File: config.mk
export PLATFORM = sky130hd
export DESIGN_NAME = bmsp_port
export DESIGN_NICKNAME = d
export VERILOG_FILES = /design/src/design/bmsp_pkg.sv /design/src/design/bmsp_port.sv
export SDC_FILE = /design/constraint.sdc
export NUM_CORES = 1
export LEC_CHECK = 0
export ABC_CLOCK_PERIOD_IN_PS = 3400
export BUFFER_PORTS_ARGS = -buffer_cell sky130_fd_sc_hd__buf_4
export CAP_MARGIN = 5
export CORE_ASPECT_RATIO = 0.5
export CORE_UTILIZATION = 50
export DETAILED_ROUTE_END_ITERATION = 10
export PLACE_DENSITY = 0.69
export REMOVE_ABC_BUFFERS = 1
export SKIP_LAST_GASP = 1
export SYNTH_ARGS = -nofsm -noshare
export SYNTH_HDL_FRONTEND = slang
export SYNTH_SLANG_ARGS = --single-unit
File: constraint.sdc
create_clock -name clk -period 3.4 [get_ports clk]
set_input_delay 0.34 -clock clk [delete_from_list [all_inputs] [get_ports clk]]
set_output_delay 0.34 -clock clk [all_outputs]
set_load 0.01 [all_outputs]
File: src/design/bmsp_pkg.sv
package bmsp_pkg;
   localparam int CLK_KHZ = 250000;
   localparam int TX_SHUT_NS = 4000;
   localparam int TX_SHUT_CYC = (TX_SHUT_NS * (CLK_KHZ / 1000) + 999) / 1000;
   localparam int SHUT_W = 10;
   localparam int HALF_W = 8;
   localparam int RATE_1_KBPS = 1000;
   localparam int RATE_2_KBPS = 2000;
   localparam int RATE_5_KBPS = 5500;
   localparam int RATE_11_KBPS = 11000;
   localparam logic [1:0] RATE_SEL_1 = 2'h0;
   localparam logic [1:0] RATE_SEL_2 = 2'h1;
   localparam logic [1:0] RATE_SEL_5 = 2'h2;
   localparam logic [1:0] RATE_SEL_11 = 2'h3;
   localparam logic [SHUT_W-1:0] SHUT_LAST = SHUT_W'(TX_SHUT_CYC - 1);

   typedef enum logic [3:0] {
      TX_IDLE = 4'h1, TX_HEADER = 4'h2, TX_PAYLOAD = 4'h4, TX_SHUT = 4'h8
   } bmsp_tx_e;
   typedef enum logic [3:0] {
      RX_IDLE = 4'h1, RX_WAIT = 4'h2, RX_LOW = 4'h4, RX_HIGH = 4'h8
   } bmsp_rx_e;
   typedef enum logic [1:0] {
      CCA_ENERGY = 2'h0, CCA_CARRIER = 2'h1, CCA_BOTH = 2'h2, CCA_EITHER = 2'h3
   } bmsp_cca_e;

   typedef struct packed {
      logic txSampleFall;
      logic [1:0] txRate;
      logic rxClkInvert;
      bmsp_cca_e ccaAlgo;
      logic ccaInvert;
      logic diversityOn;
   } bmsp_cfg_s;

   typedef struct packed {
      logic txEnMeta;
      logic txEnSync;
      logic txEnPrev;
      logic txDatMeta;
      logic txDatSync;
      logic rxEnMeta;
      logic rxEnSync;
      bmsp_tx_e txState;
      logic [SHUT_W-1:0] shutCnt;
      logic [HALF_W-1:0] txHalf;
      logic [1:0] txRate;
      logic transmit_bit_clock;
      logic txReady;
      logic txBitValid;
      logic txBit;
      bmsp_rx_e rxState;
      logic [HALF_W-1:0] rxHalf;
      logic receive_bit_clock;
      logic rxPinClk;
      logic rxData;
      logic frameValid;
      logic antenna_select;
      logic antSelN;
      logic cca;
   } bmsp_state_s;

   localparam bmsp_state_s ST_RESET = '{txState: TX_IDLE, rxState: RX_IDLE,
      antSelN: 1'b1, default: '0};

   // Gives the last count of a half bit period for a rate selection.
   function automatic logic [HALF_W-1:0] halfLast(input logic [1:0] rate);
      int kbps;
      case (rate)
         RATE_SEL_1: kbps = RATE_1_KBPS;
         RATE_SEL_2: kbps = RATE_2_KBPS;
         RATE_SEL_5: kbps = RATE_5_KBPS;
         default: kbps = RATE_11_KBPS;
      endcase
      return HALF_W'(CLK_KHZ / (2 * kbps) - 1);
   endfunction : halfLast
endpackage : bmsp_pkg

File: src/design/bmsp_port.sv
`timescale 1ns/1ps
`default_nettype none

////////////////////////////////////////////////////////////////////////////////
// Receive bit buffer with flush.
module bmsp_fifo #(
   parameter int WIDTH = 1,
   parameter int DEPTH = 8
) (
   input wire logic clk,
   input wire logic rst,
   input wire logic flush,
   input wire logic inValid,
   output logic inReady,
   input wire logic [WIDTH-1:0] inData,
   output logic outValid,
   input wire logic outReady,
   output logic [WIDTH-1:0] outData
);
   localparam int AW = $clog2(DEPTH);
   logic [WIDTH-1:0] mem [DEPTH];
   logic [AW:0] wrPtr_q;
   logic [AW:0] rdPtr_q;
   logic full;
   logic empty;

   assign empty = (wrPtr_q == rdPtr_q);
   assign full = (wrPtr_q[AW] != rdPtr_q[AW]) &&
      (wrPtr_q[AW-1:0] == rdPtr_q[AW-1:0]);
   assign inReady = !full;
   assign outValid = !empty;
   assign outData = mem[rdPtr_q[AW-1:0]];

   always_ff @(posedge clk) begin
      if (rst || flush) begin
         wrPtr_q <= '0;
         rdPtr_q <= '0;
      end else begin
         if (inValid && !full) begin
            mem[wrPtr_q[AW-1:0]] <= inData;
            wrPtr_q <= wrPtr_q + 1'b1;
         end
         if (outReady && !empty) begin
            rdPtr_q <= rdPtr_q + 1'b1;
         end
      end
   end
endmodule : bmsp_fifo

////////////////////////////////////////////////////////////////////////////////
// Serial data port between baseband and MAC.
module bmsp_port #(
   parameter int FIFO_DEPTH = 8
) (
   input wire logic clk,
   input wire logic rst,
   input wire bmsp_pkg::bmsp_cfg_s cfg,
   input wire logic transmitEnable,
   input wire logic txSerialData,
   input wire logic preambleDone,
   output logic txOperational,
   output logic txReady,
   output logic transmitBitClock,
   output logic txBitValid,
   output logic txBit,
   input wire logic energyAbove,
   input wire logic carrierSense,
   output logic channelClearFlag,
   input wire logic antennaSwitch,
   output logic antennaSelect,
   output logic antennaSelectN,
   input wire logic receiveEnable,
   input wire logic [1:0] rxRate,
   input wire logic sfdDetected,
   input wire logic headerError,
   input wire logic crcActive,
   input wire logic demodValid,
   input wire logic demodBit,
   output logic demodReady,
   output logic rxOperational,
   output logic receiveBitClock,
   output logic rxSerialData,
   output logic receiveFrameValid
);
   bmsp_pkg::bmsp_state_s s_q;
   bmsp_pkg::bmsp_state_s s_d;
   logic txRise;
   logic txFall;
   logic busy;
   logic rxPop;
   logic rxFlush;
   logic fifoInReady;
   logic fifoValid;
   logic fifoBit;

   assign txRise = s_q.txEnSync && !s_q.txEnPrev;
   assign txFall = !s_q.txEnSync && s_q.txEnPrev;
   assign demodReady = fifoInReady && s_q.rxEnSync;

   bmsp_fifo #(
      .WIDTH(1),
      .DEPTH(FIFO_DEPTH)
   ) u_fifo (
      .clk(clk),
      .rst(rst),
      .flush(rxFlush),
      .inValid(demodValid && demodReady),
      .inReady(fifoInReady),
      .inData(demodBit),
      .outValid(fifoValid),
      .outReady(rxPop),
      .outData(fifoBit)
   );

   /////////////////////////////////////////////////////////////////////////////
   // Next state.
   always_comb begin
      s_d = s_q;
      rxPop = 1'b0;
      rxFlush = 1'b0;
      // Two flip-flop synchronizers for the MAC inputs.
      s_d.txEnMeta = transmitEnable;
      s_d.txEnSync = s_q.txEnMeta;
      s_d.txEnPrev = s_q.txEnSync;
      s_d.txDatMeta = txSerialData;
      s_d.txDatSync = s_q.txDatMeta;
      s_d.rxEnMeta = receiveEnable;
      s_d.rxEnSync = s_q.rxEnMeta;
      s_d.txBitValid = 1'b0;
      // Transmit bit clock runs while the transmitter is active.
      if (s_q.txState != bmsp_pkg::TX_IDLE) begin
         if (s_q.txHalf == bmsp_pkg::halfLast(s_q.txRate)) begin
            s_d.txHalf = '0;
            s_d.transmit_bit_clock = !s_q.transmit_bit_clock;
            if (s_q.txReady &&
               (cfg.txSampleFall ? s_q.transmit_bit_clock : !s_q.transmit_bit_clock)) begin
               s_d.txBitValid = 1'b1;
               s_d.txBit = s_q.txDatSync;
            end
         end else begin
            s_d.txHalf = s_q.txHalf + 1'b1;
         end
      end
      case (s_q.txState)
         bmsp_pkg::TX_IDLE: begin
            s_d.transmit_bit_clock = 1'b0;
            s_d.txHalf = '0;
            if (txRise) begin
               s_d.txState = bmsp_pkg::TX_HEADER;
               s_d.txRate = cfg.txRate;
            end
         end
         bmsp_pkg::TX_HEADER: begin
            if (txFall) begin
               s_d.txState = bmsp_pkg::TX_SHUT;
               s_d.shutCnt = '0;
            end else if (preambleDone) begin
               s_d.txState = bmsp_pkg::TX_PAYLOAD;
               s_d.txReady = 1'b1;
            end
         end
         bmsp_pkg::TX_PAYLOAD: begin
            if (txFall) begin
               s_d.txState = bmsp_pkg::TX_SHUT;
               s_d.shutCnt = '0;
            end
         end
         bmsp_pkg::TX_SHUT: begin
            if (s_q.shutCnt == bmsp_pkg::SHUT_LAST) begin
               s_d.txState = bmsp_pkg::TX_IDLE;
               s_d.txReady = 1'b0;
               s_d.transmit_bit_clock = 1'b0;
            end else begin
               s_d.shutCnt = s_q.shutCnt + 1'b1;
            end
         end
         default: begin
            s_d.txState = bmsp_pkg::TX_IDLE;
            s_d.txReady = 1'b0;
         end
      endcase
      // Receive framing and bit clock.
      case (s_q.rxState)
         bmsp_pkg::RX_IDLE: begin
            if (sfdDetected) begin
               s_d.rxState = bmsp_pkg::RX_WAIT;
            end
         end
         bmsp_pkg::RX_WAIT: begin
            if (fifoValid && !crcActive) begin
               rxPop = 1'b1;
               s_d.rxData = fifoBit;
               s_d.frameValid = 1'b1;
               s_d.rxHalf = '0;
               s_d.rxState = bmsp_pkg::RX_LOW;
            end
         end
         bmsp_pkg::RX_LOW: begin
            if (s_q.rxHalf == bmsp_pkg::halfLast(rxRate)) begin
               s_d.rxHalf = '0;
               s_d.receive_bit_clock = 1'b1;
               s_d.rxState = bmsp_pkg::RX_HIGH;
            end else begin
               s_d.rxHalf = s_q.rxHalf + 1'b1;
            end
         end
         bmsp_pkg::RX_HIGH: begin
            if (s_q.rxHalf == bmsp_pkg::halfLast(rxRate)) begin
               s_d.rxHalf = '0;
               s_d.receive_bit_clock = 1'b0;
               s_d.rxState = bmsp_pkg::RX_WAIT;
            end else begin
               s_d.rxHalf = s_q.rxHalf + 1'b1;
            end
         end
         default: begin
            s_d.rxState = bmsp_pkg::RX_IDLE;
         end
      endcase
      if (!s_q.rxEnSync || headerError) begin
         rxPop = 1'b0;
         rxFlush = 1'b1;
         s_d.rxState = bmsp_pkg::RX_IDLE;
         s_d.frameValid = 1'b0;
         s_d.receive_bit_clock = 1'b0;
         s_d.rxHalf = '0;
      end
      s_d.rxPinClk = crcActive ? 1'b0 :
         (s_d.receive_bit_clock ^ cfg.rxClkInvert);
      // Antenna diversity and clear channel.
      if (antennaSwitch && cfg.diversityOn && s_q.rxEnSync) begin
         s_d.antenna_select = !s_q.antenna_select;
      end
      s_d.antSelN = !s_d.antenna_select;
      case (cfg.ccaAlgo)
         bmsp_pkg::CCA_ENERGY: busy = energyAbove;
         bmsp_pkg::CCA_CARRIER: busy = carrierSense;
         bmsp_pkg::CCA_BOTH: busy = energyAbove && carrierSense;
         default: busy = energyAbove || carrierSense;
      endcase
      s_d.cca = busy ^ cfg.ccaInvert;
   end

   always_ff @(posedge clk) begin
      if (rst) begin
         s_q <= bmsp_pkg::ST_RESET;
      end else begin
         s_q <= s_d;
      end
   end

   assign txOperational = (s_q.txState != bmsp_pkg::TX_IDLE);
   assign txReady = s_q.txReady;
   assign transmitBitClock = s_q.transmit_bit_clock;
   assign txBitValid = s_q.txBitValid;
   assign txBit = s_q.txBit;
   assign channelClearFlag = s_q.cca;
   assign antennaSelect = s_q.antenna_select;
   assign antennaSelectN = s_q.antSelN;
   assign rxOperational = s_q.rxEnSync;
   assign receiveBitClock = s_q.rxPinClk;
   assign rxSerialData = s_q.rxData;
   assign receiveFrameValid = s_q.frameValid;

   /////////////////////////////////////////////////////////////////////////////
   // Checks.
   property p_antComplement;
      @(posedge clk) disable iff (rst) antennaSelectN == !antennaSelect;
   endproperty
   a_antComplement: assert property (p_antComplement)
      else $error("Antenna outputs are not complementary.");

   property p_txStart;
      @(posedge clk) disable iff (rst)
         (s_q.txState == bmsp_pkg::TX_IDLE) && txRise |=>
         txOperational && !txReady;
   endproperty
   a_txStart: assert property (p_txStart)
      else $error("Enable rise did not start the transmitter.");

   property p_shutHold;
      @(posedge clk) disable iff (rst)
         (s_q.txState == bmsp_pkg::TX_SHUT) && (s_q.shutCnt == '0) |->
         txOperational [*8];
   endproperty
   a_shutHold: assert property (p_shutHold)
      else $error("Transmitter stopped too early after enable fell.");

   property p_shutEnd;
      @(posedge clk) disable iff (rst)
         (s_q.txState == bmsp_pkg::TX_SHUT) &&
         (s_q.shutCnt == bmsp_pkg::SHUT_LAST) |=>
         !txOperational && !txReady && !transmitBitClock;
   endproperty
   a_shutEnd: assert property (p_shutEnd)
      else $error("Shutdown end did not stop the transmitter.");

   property p_readyAfterHeader;
      @(posedge clk) disable iff (rst)
         $rose(txReady) |-> $past(preambleDone) && $past(s_q.txEnPrev);
   endproperty
   a_readyAfterHeader: assert property (p_readyAfterHeader)
      else $error("Ready rose without header completion.");

   property p_sampleEdge;
      @(posedge clk) disable iff (rst)
         txBitValid |-> (transmitBitClock != $past(transmitBitClock)) &&
         (transmitBitClock == !$past(cfg.txSampleFall));
   endproperty
   a_sampleEdge: assert property (p_sampleEdge)
      else $error("Transmit data sampled on the wrong clock edge.");

   property p_ccaPolarity;
      @(posedge clk) disable iff (rst)
         (cfg.ccaAlgo == bmsp_pkg::CCA_ENERGY) && !energyAbove |=>
         channelClearFlag == $past(cfg.ccaInvert);
   endproperty
   a_ccaPolarity: assert property (p_ccaPolarity)
      else $error("Clear channel flag polarity is wrong.");

   property p_crcLow;
      @(posedge clk) disable iff (rst) crcActive |=> !receiveBitClock;
   endproperty
   a_crcLow: assert property (p_crcLow)
      else $error("Receive clock toggled during header CRC.");

   property p_idleQuiet;
      @(posedge clk) disable iff (rst)
         (s_q.rxState == bmsp_pkg::RX_IDLE) |->
         !receiveFrameValid && !s_q.receive_bit_clock;
   endproperty
   a_idleQuiet: assert property (p_idleQuiet)
      else $error("Receive clock or frame valid active before delimiter.");

   property p_frameDrop;
      @(posedge clk) disable iff (rst)
         headerError || !s_q.rxEnSync |=> !receiveFrameValid;
   endproperty
   a_frameDrop: assert property (p_frameDrop)
      else $error("Frame valid stayed high after error or disable.");

   property p_firstBit;
      @(posedge clk) disable iff (rst)
         $rose(receiveFrameValid) |-> !s_q.receive_bit_clock && $past(rxPop) &&
         (rxSerialData == $past(fifoBit));
   endproperty
   a_firstBit: assert property (p_firstBit)
      else $error("First receive bit not aligned with frame valid.");
endmodule : bmsp_port

`default_nettype wire

==> results of run 1 <==
cell usage after synthesis, types with 4 or more instances:
| library cell | instances | area, sq um |
|---|---|---|
| a21oi_1 | 23 | 115 |
| nor3_1 | 12 | 60.1 |
| mux2i_1 | 11 | 110 |
| nor2_1 | 57 | 214 |
| nand4_1 | 7 | 43.8 |
| nor4bb_1 | 4 | 40.0 |
| a31oi_1 | 4 | 25.0 |
| ha_1 | 26 | 325 |
| o21ai_0 | 13 | 65.1 |
| or3_1 | 9 | 56.3 |
| nand2b_1 | 13 | 81.3 |
| nor4_1 | 6 | 37.5 |
| dfxtp_1 | 62 | 1240 |
| nor2b_1 | 14 | 87.6 |
| inv_1 | 21 | 78.8 |
| nand3_1 | 17 | 85.1 |
| and3_1 | 8 | 50.1 |
| edfxtp_1 | 8 | 240 |
| nand2_1 | 26 | 97.6 |
| xor2_1 | 19 | 166 |
| xnor2_1 | 18 | 158 |
| clkbuf_1 | 15 | 56.3 |
| or2_2 | 4 | 25.0 |
where the power goes:
| group | internal [uW] | switching (uW) |
|---|---|---|
| combinational | 59.6 | 67.5 |
| clock | 492 | 360 |
| sequential | 845 | 7.05 |
metal layers:
metal	track usage	routed length [microns]	up-vias
li1	-	-	1593
met1	0.234	3350	1441
met2	0.345	3400	49
met3	0.0670	276	6
met4	0.0753	70	0
met5	0	0	-
area by class of cell:
class                   instances  area, sq um
flip-flops and latches         70         1480
fillers                       675         2930
clock buffers                   9          225
clock inverters                 7         51.3
inverters                      21         78.8
well taps                      96          120
multi-input cells             330         2230
repair buffers                 38          285
registers in the layout, indices dropped and copies added (netlist names):
signal             count
u_fifo.wrPtr_q         4
s_q                   39
s_d                    4
antennaSelect          1
rxSerialData           1
transmitBitClock       1
txBit                  1
rxOperational          1
u_fifo.rdPtr_q         4
receiveBitClock        1
antennaSelectN         1
receiveFrameValid      1
channelClearFlag       1
txBitValid             1
txReady                1
u_fifo.mem             8
how the worst max path moves through the flow:
stage          slack, ns      end
4_1_cts             0.51  s_q[13]
5_1_grt             0.27  s_q[13]
6_report            0.51  s_q[13]
2_1_floorplan       0.65  s_q[13]
3_3_place_gp        0.25  s_q[11]
3_5_place_dp        0.18  s_q[13]
kinds of logic (layout without fill, tap and decap cells):
group / Yosys count / count (layout) / synth area share
AND/OR/NAND/NOR: 187 / 187 / 0.248
AO/OA/AOI/OAI: 67 / 67 / 0.121
flip-flops: 70 / 70 / 0.384
adder cells (fa/ha/maj): 26 / 26 / 0.0844
multiplexers: 13 / 13 / 0.0403
buffers and inverters: 38 / 75 / 0.0370
XOR/XNOR: 37 / 37 / 0.0841
cell usage in the layout (no fill, tap or decap), types with 14 or more instances in the layout:
cell,count
dfxtp_1,62
a21oi_1,23
nand2_1,26
nor2_1,57
inv_1,21
xor2_1,19
buf_4,38
nand3_1,17
ha_1,26
xnor2_1,18
nor2b_1,14
stage by stage:
stage                     instances  hold WS (ns)  utilization
after detailed placement        555         0.424        0.567
after CTS                       571         0.219        0.604
after floorplan                 421         0.409            -
final                           571         0.228        0.604
after global placement          555         0.418        0.567
after global routing            571         0.215        0.604
==> impl_metrics.yaml, run 1 <==
worst_setup_path:
  setup.worst_path.start: "rxRate[1]"
  cp_data_arrival_time_ns: 3.15
  critPathTopFamily: "compound AO/OA/AOI/OAI gates"
  cp_cell_sequence: "buf_4 -> inv_1 -> ha_1 -> inv_1 -> ha_1 -> o41ai_1 -> o311ai_0 -> o2111a_1 -> o211a_4 -> a2111oi_4 -> a31oi_1 -> o22ai_1"
  rrSetupSlack_ns: 0.53
  worstPathMaxFanout: 10
  worst_setup_path_end_kind: "flip-flop"
  worstPathRequired_ns: 3.66
  worstReg2RegStart: "s_q[23]"
  worst-path-buf-inv: 3
  regToRegEndpoint: "txBit"
  crit_type: "primary input to flip-flop"
  critPathSlowestCell: "a2111oi_4"
  worstRegToRegCells: 12
  crit_cells: 12
  crit_path_start_kind: "primary input"
  crit_path_max_incr_delay_ns: 0.63
placed_design:
  dp_slack_ns: 0.184
  routabilityCongestion: 0.800
  placed_cell_area_sq_um: 4200
  hpwl_mm: 5.13
  port_buffers: 36
timing:
  setup_viol: 0
  final.setup_skew_ns: 0.00907
  rsz0062_at_grt: "no"
  finalHoldViolCount: 0
  tns_ns: 0
  final_max_slew_viol_count: 0
  post-route-worst-setup-slack_ns: 0.509
  worstMarginPinSlew_ns: 0.610
  fmax_mhz: 346
  max_slew_margin: 0.593
  min_period_ns: 2.89
  fin_crit_sh: 0.850
grt:
  grt_overflow: 0
  antenna_found_initial: 0
  grt_max_degree: 29
  grt_usage: 0.200
  grt_pass1_wl_mm: 12.7
  grt_pass1_vias: 2881
status:
  status: "completed"
power:
  ir_drop_mv: 0.323
  power_density_nw_per_um2: 409
  power_uw: 1830
  p_leak_uw: 0.00177
routing:
  wl_mm: 7.10
  drt-initial-drc-count: 105
  first_pass_iters: 5
  wl_per_cell_microns: 12.4
  vias_per_cell: 5.41
  ant_nets: 0
  dr_total_vias: 3089
  route.detailed.drc: 0
synth:
  ys_ff_latch: 70
  yosysUniqueCellTypes: 56
  avgSynthCellArea_sq_um: 8.80
  ys_seq_area_frac: 0.384
  synthArstFlopShare: 0
  netlist_area_sq_um: 3850
  synth_edf_count: 8
  postSynthCellCount: 438
  synthFlopType: "dfxtp_1"
  synth_warnings: 0
clocking:
  clock_latency_ns: 0.34
  ctsLongestPathBuffers: 2
  post_cts_buffers: 0
  clkSlewWorstSetupHoldPaths_ns: 0.06
  cts_resized: 0
  clockRootBuffer: "clkbuf_16"
  cts_hold_buffers: 0
  cts_tree: "done"
  cts_buffers: 9
  clock-sinks: 70
  cts_max_level: 3
job:
  drv_cap: 0
hold_path:
  holdPathStages: 2
  min_to: "s_d[49]"
  min-delay-start: "txSerialData"
  min_path_type: "primary input to flip-flop"
final_layout:
  drive_above_1_share: 0.131
  diodes: 0
  fin_area_sq_um: 4470
  nNetsFinal: 520
  syn2layout_area_growth_pct: 16.0
floorplanning:
  dieHeight_microns: 64.1
  dieArea_sq_um: 8080
  core_area_sq_um: 7400
  io_pins: 37
  rows: 22
  start_util: 0.520
  die_w_microns: 126
Power figures use the tool's default switching activity.
==> run 2: changes to the inputs <==
- CORE_ASPECT_RATIO: 0.5 -> not set
==> run 2 against run 1 <==
Effect of this change: utilization decreased by 0.53 points; critical path depth is the same; critical endpoint unchanged; wire length is 4.5% higher.
==> impl_metrics.yaml, run 2 (same netlist as run 1, synthesis figures left out) <==
status:
  status: "completed"
power:
  p_comb_frac: 0.075
  switchingPower_uw: 385
  power_density_nw_per_um2: 385
  ir_drop_mv: 0.254
  switching_share: 0.227
  p_leak_uw: 0.00176
  p_int_uw: 1310
  seqPwrFrac: 0.501
  clkPwrFrac: 0.423
clocking:
  post_cts_buffers: 0
  clockRootBuffer: "clkbuf_8"
  ctsLongestPathBuffers: 2
  clock_latency_ns: 0.34
  cts_resized: 0
  cts_max_level: 3
  cts_tree: "done"
  clkSlewWorstSetupHoldPaths_ns: 0.07
  cts_buffers: 9
  cts_hold_buffers: 0
  clock-sinks: 70
floorplanning:
  die_w_microns: 89.8
  core_area_sq_um: 7370
  start_util: 0.523
  dieArea_sq_um: 8060
  dieHeight_microns: 89.8
  rows: 31
  io_pins: 37
routing:
  met1Wirelength_mm: 3.56
  wl_per_cell_microns: 12.9
  ant_nets: 0
  drt-initial-drc-count: 96
  dr_total_vias: 3067
  vias_per_cell: 5.34
  wl_met3_microns: 259
  highest_layer: "met4"
  wl_met2_mm: 3.55
  route.detailed.drc: 0
  wl_mm: 7.42
  first_pass_iters: 4
grt:
  grt_pass1_vias: 2843
  grt_overflow: 0
  grt_usage: 0.192
  grt_max_degree: 29
  antenna_found_initial: 0
  grt_pass1_wl_mm: 12.6
final_layout:
  diodes: 0
  final_cell_mix: "62 x dfxtp_1, 57 x nor2_1, 38 x buf_4"
  syn2layout_area_growth_pct: 14.5
  largest_reg_flops: 39
  final_core_util: 0.599
  drive_above_1_share: 0.133
  final_common_cell: "dfxtp_1"
  regMostFlops: "s_q"
  final.fill_count: 661
  nNetsFinal: 520
worst_setup_path:
  worstRegToRegCells: 12
  crit_type: "primary input to flip-flop"
  worst_setup_path_end_kind: "flip-flop"
  crit_path_start_kind: "primary input"
  cp_data_arrival_time_ns: 3.23
  cp_cell_sequence: "buf_4 -> inv_1 -> ha_1 -> inv_1 -> ha_1 -> o41ai_1 -> o311ai_0 -> o2111a_1 -> o211a_4 -> a2111oi_4 -> a31oi_1 -> o22ai_1"
  worstPathRequired_ns: 3.67
  worstPathMaxFanout: 10
  critPathSlowestCell: "a2111oi_4"
  crit_path_max_incr_delay_ns: 0.62
timing:
  min_period_ns: 2.96
  rsz0062_at_grt: "no"
  final.setup_skew_ns: 0.00854
  setup_viol: 0
  max_slew_margin: 0.601
  fmax_mhz: 338
  tns_ns: 0
  fin_crit_sh: 0.870
  finalHoldViolCount: 0
  final_max_slew_viol_count: 0
  worstMarginPinSlew_ns: 0.598
placed_design:
  hpwl_mm: 5.39
  routabilityCongestion: 0.776
  port_buffers: 36
hold_path:
  holdPathStages: 2
  min_path_type: "primary input to flip-flop"
job:
  drv_cap: 0
==> run 2: cell types whose count changed in the layout (fill, tap and decap cells not counted) <==
cell | previous run | this run
clkinv_1 | 1 | 0
clkbuf_16 | 9 | 0
clkbuf_8 | 0 | 9
clkinv_4 | 2 | 1
clkinv_2 | 0 | 4
clkinvlp_4 | 4 | 0
bufinv_16 | 0 | 2
==> run 2: layer usage <==
layer | up-vias | track usage
met2 | 52 | 0.333
met3 | 7 | 0.0550
met4 | 0 | 0.0560
li1 | 1592 | -
met5 | - | 0
met1 | 1416 | 0.231
==> run 2: stage by stage <==
| step | area [sq um] | worst slack (ns) | std cells | hold slack, ns | power [uW] |
|---|---|---|---|---|---|
| 3_3_place_gp | 4200 | 0.273 | 558 | 0.416 | 994 |
| 6_report | 4410 | 0.443 | 574 | 0.206 | 1700 |
| 5_1_grt | 4410 | 0.152 | 574 | 0.215 | 1770 |
| 2_1_floorplan | 3790 | 0.653 | 421 | 0.409 | 944 |
| 4_1_cts | 4410 | 0.472 | 574 | 0.191 | 1720 |
| 3_5_place_dp | 4200 | 0.113 | 558 | 0.422 | 998 |
==> run 2: final timing paths <==
check                     from             to  slack, ns
hold / removal    txSerialData        s_d[49]       0.21
hold reg to reg        s_d[47]  rxOperational       0.44
setup reg to reg       s_q[23]          txBit       0.55
setup / recovery     rxRate[1]        s_q[13]       0.44
==> run 2: layout make-up <==
class | instances | area [sq um] | area share
multi-input combinational | 330 | 2230 | 0.505
sequential | 70 | 1480 | 0.336
timing repair buffer | 38 | 285 | 0.0647
clock buffer | 9 | 124 | 0.0281
tap | 99 | 124 | 0.0281
clock inverter | 7 | 88.8 | 0.0201
inverter | 21 | 78.8 | 0.0179
==> run 2: power groups by stage <==
stage	logic, uW	clock network (uW)	registers [uW]
CTS	129	741	850
global placement	125	0	869
global route	144	779	852
finish	128	718	850
floorplan	74.4	0	870
detailed placement	128	0	870
==> run 2: worst max-delay path: cells and delay by family <==
kind / cells / cell delay (ns)
fa+ha+maj: 2 / 0.50
buf+inv: 3 / 0.34
compound gates: 7 / 2.04
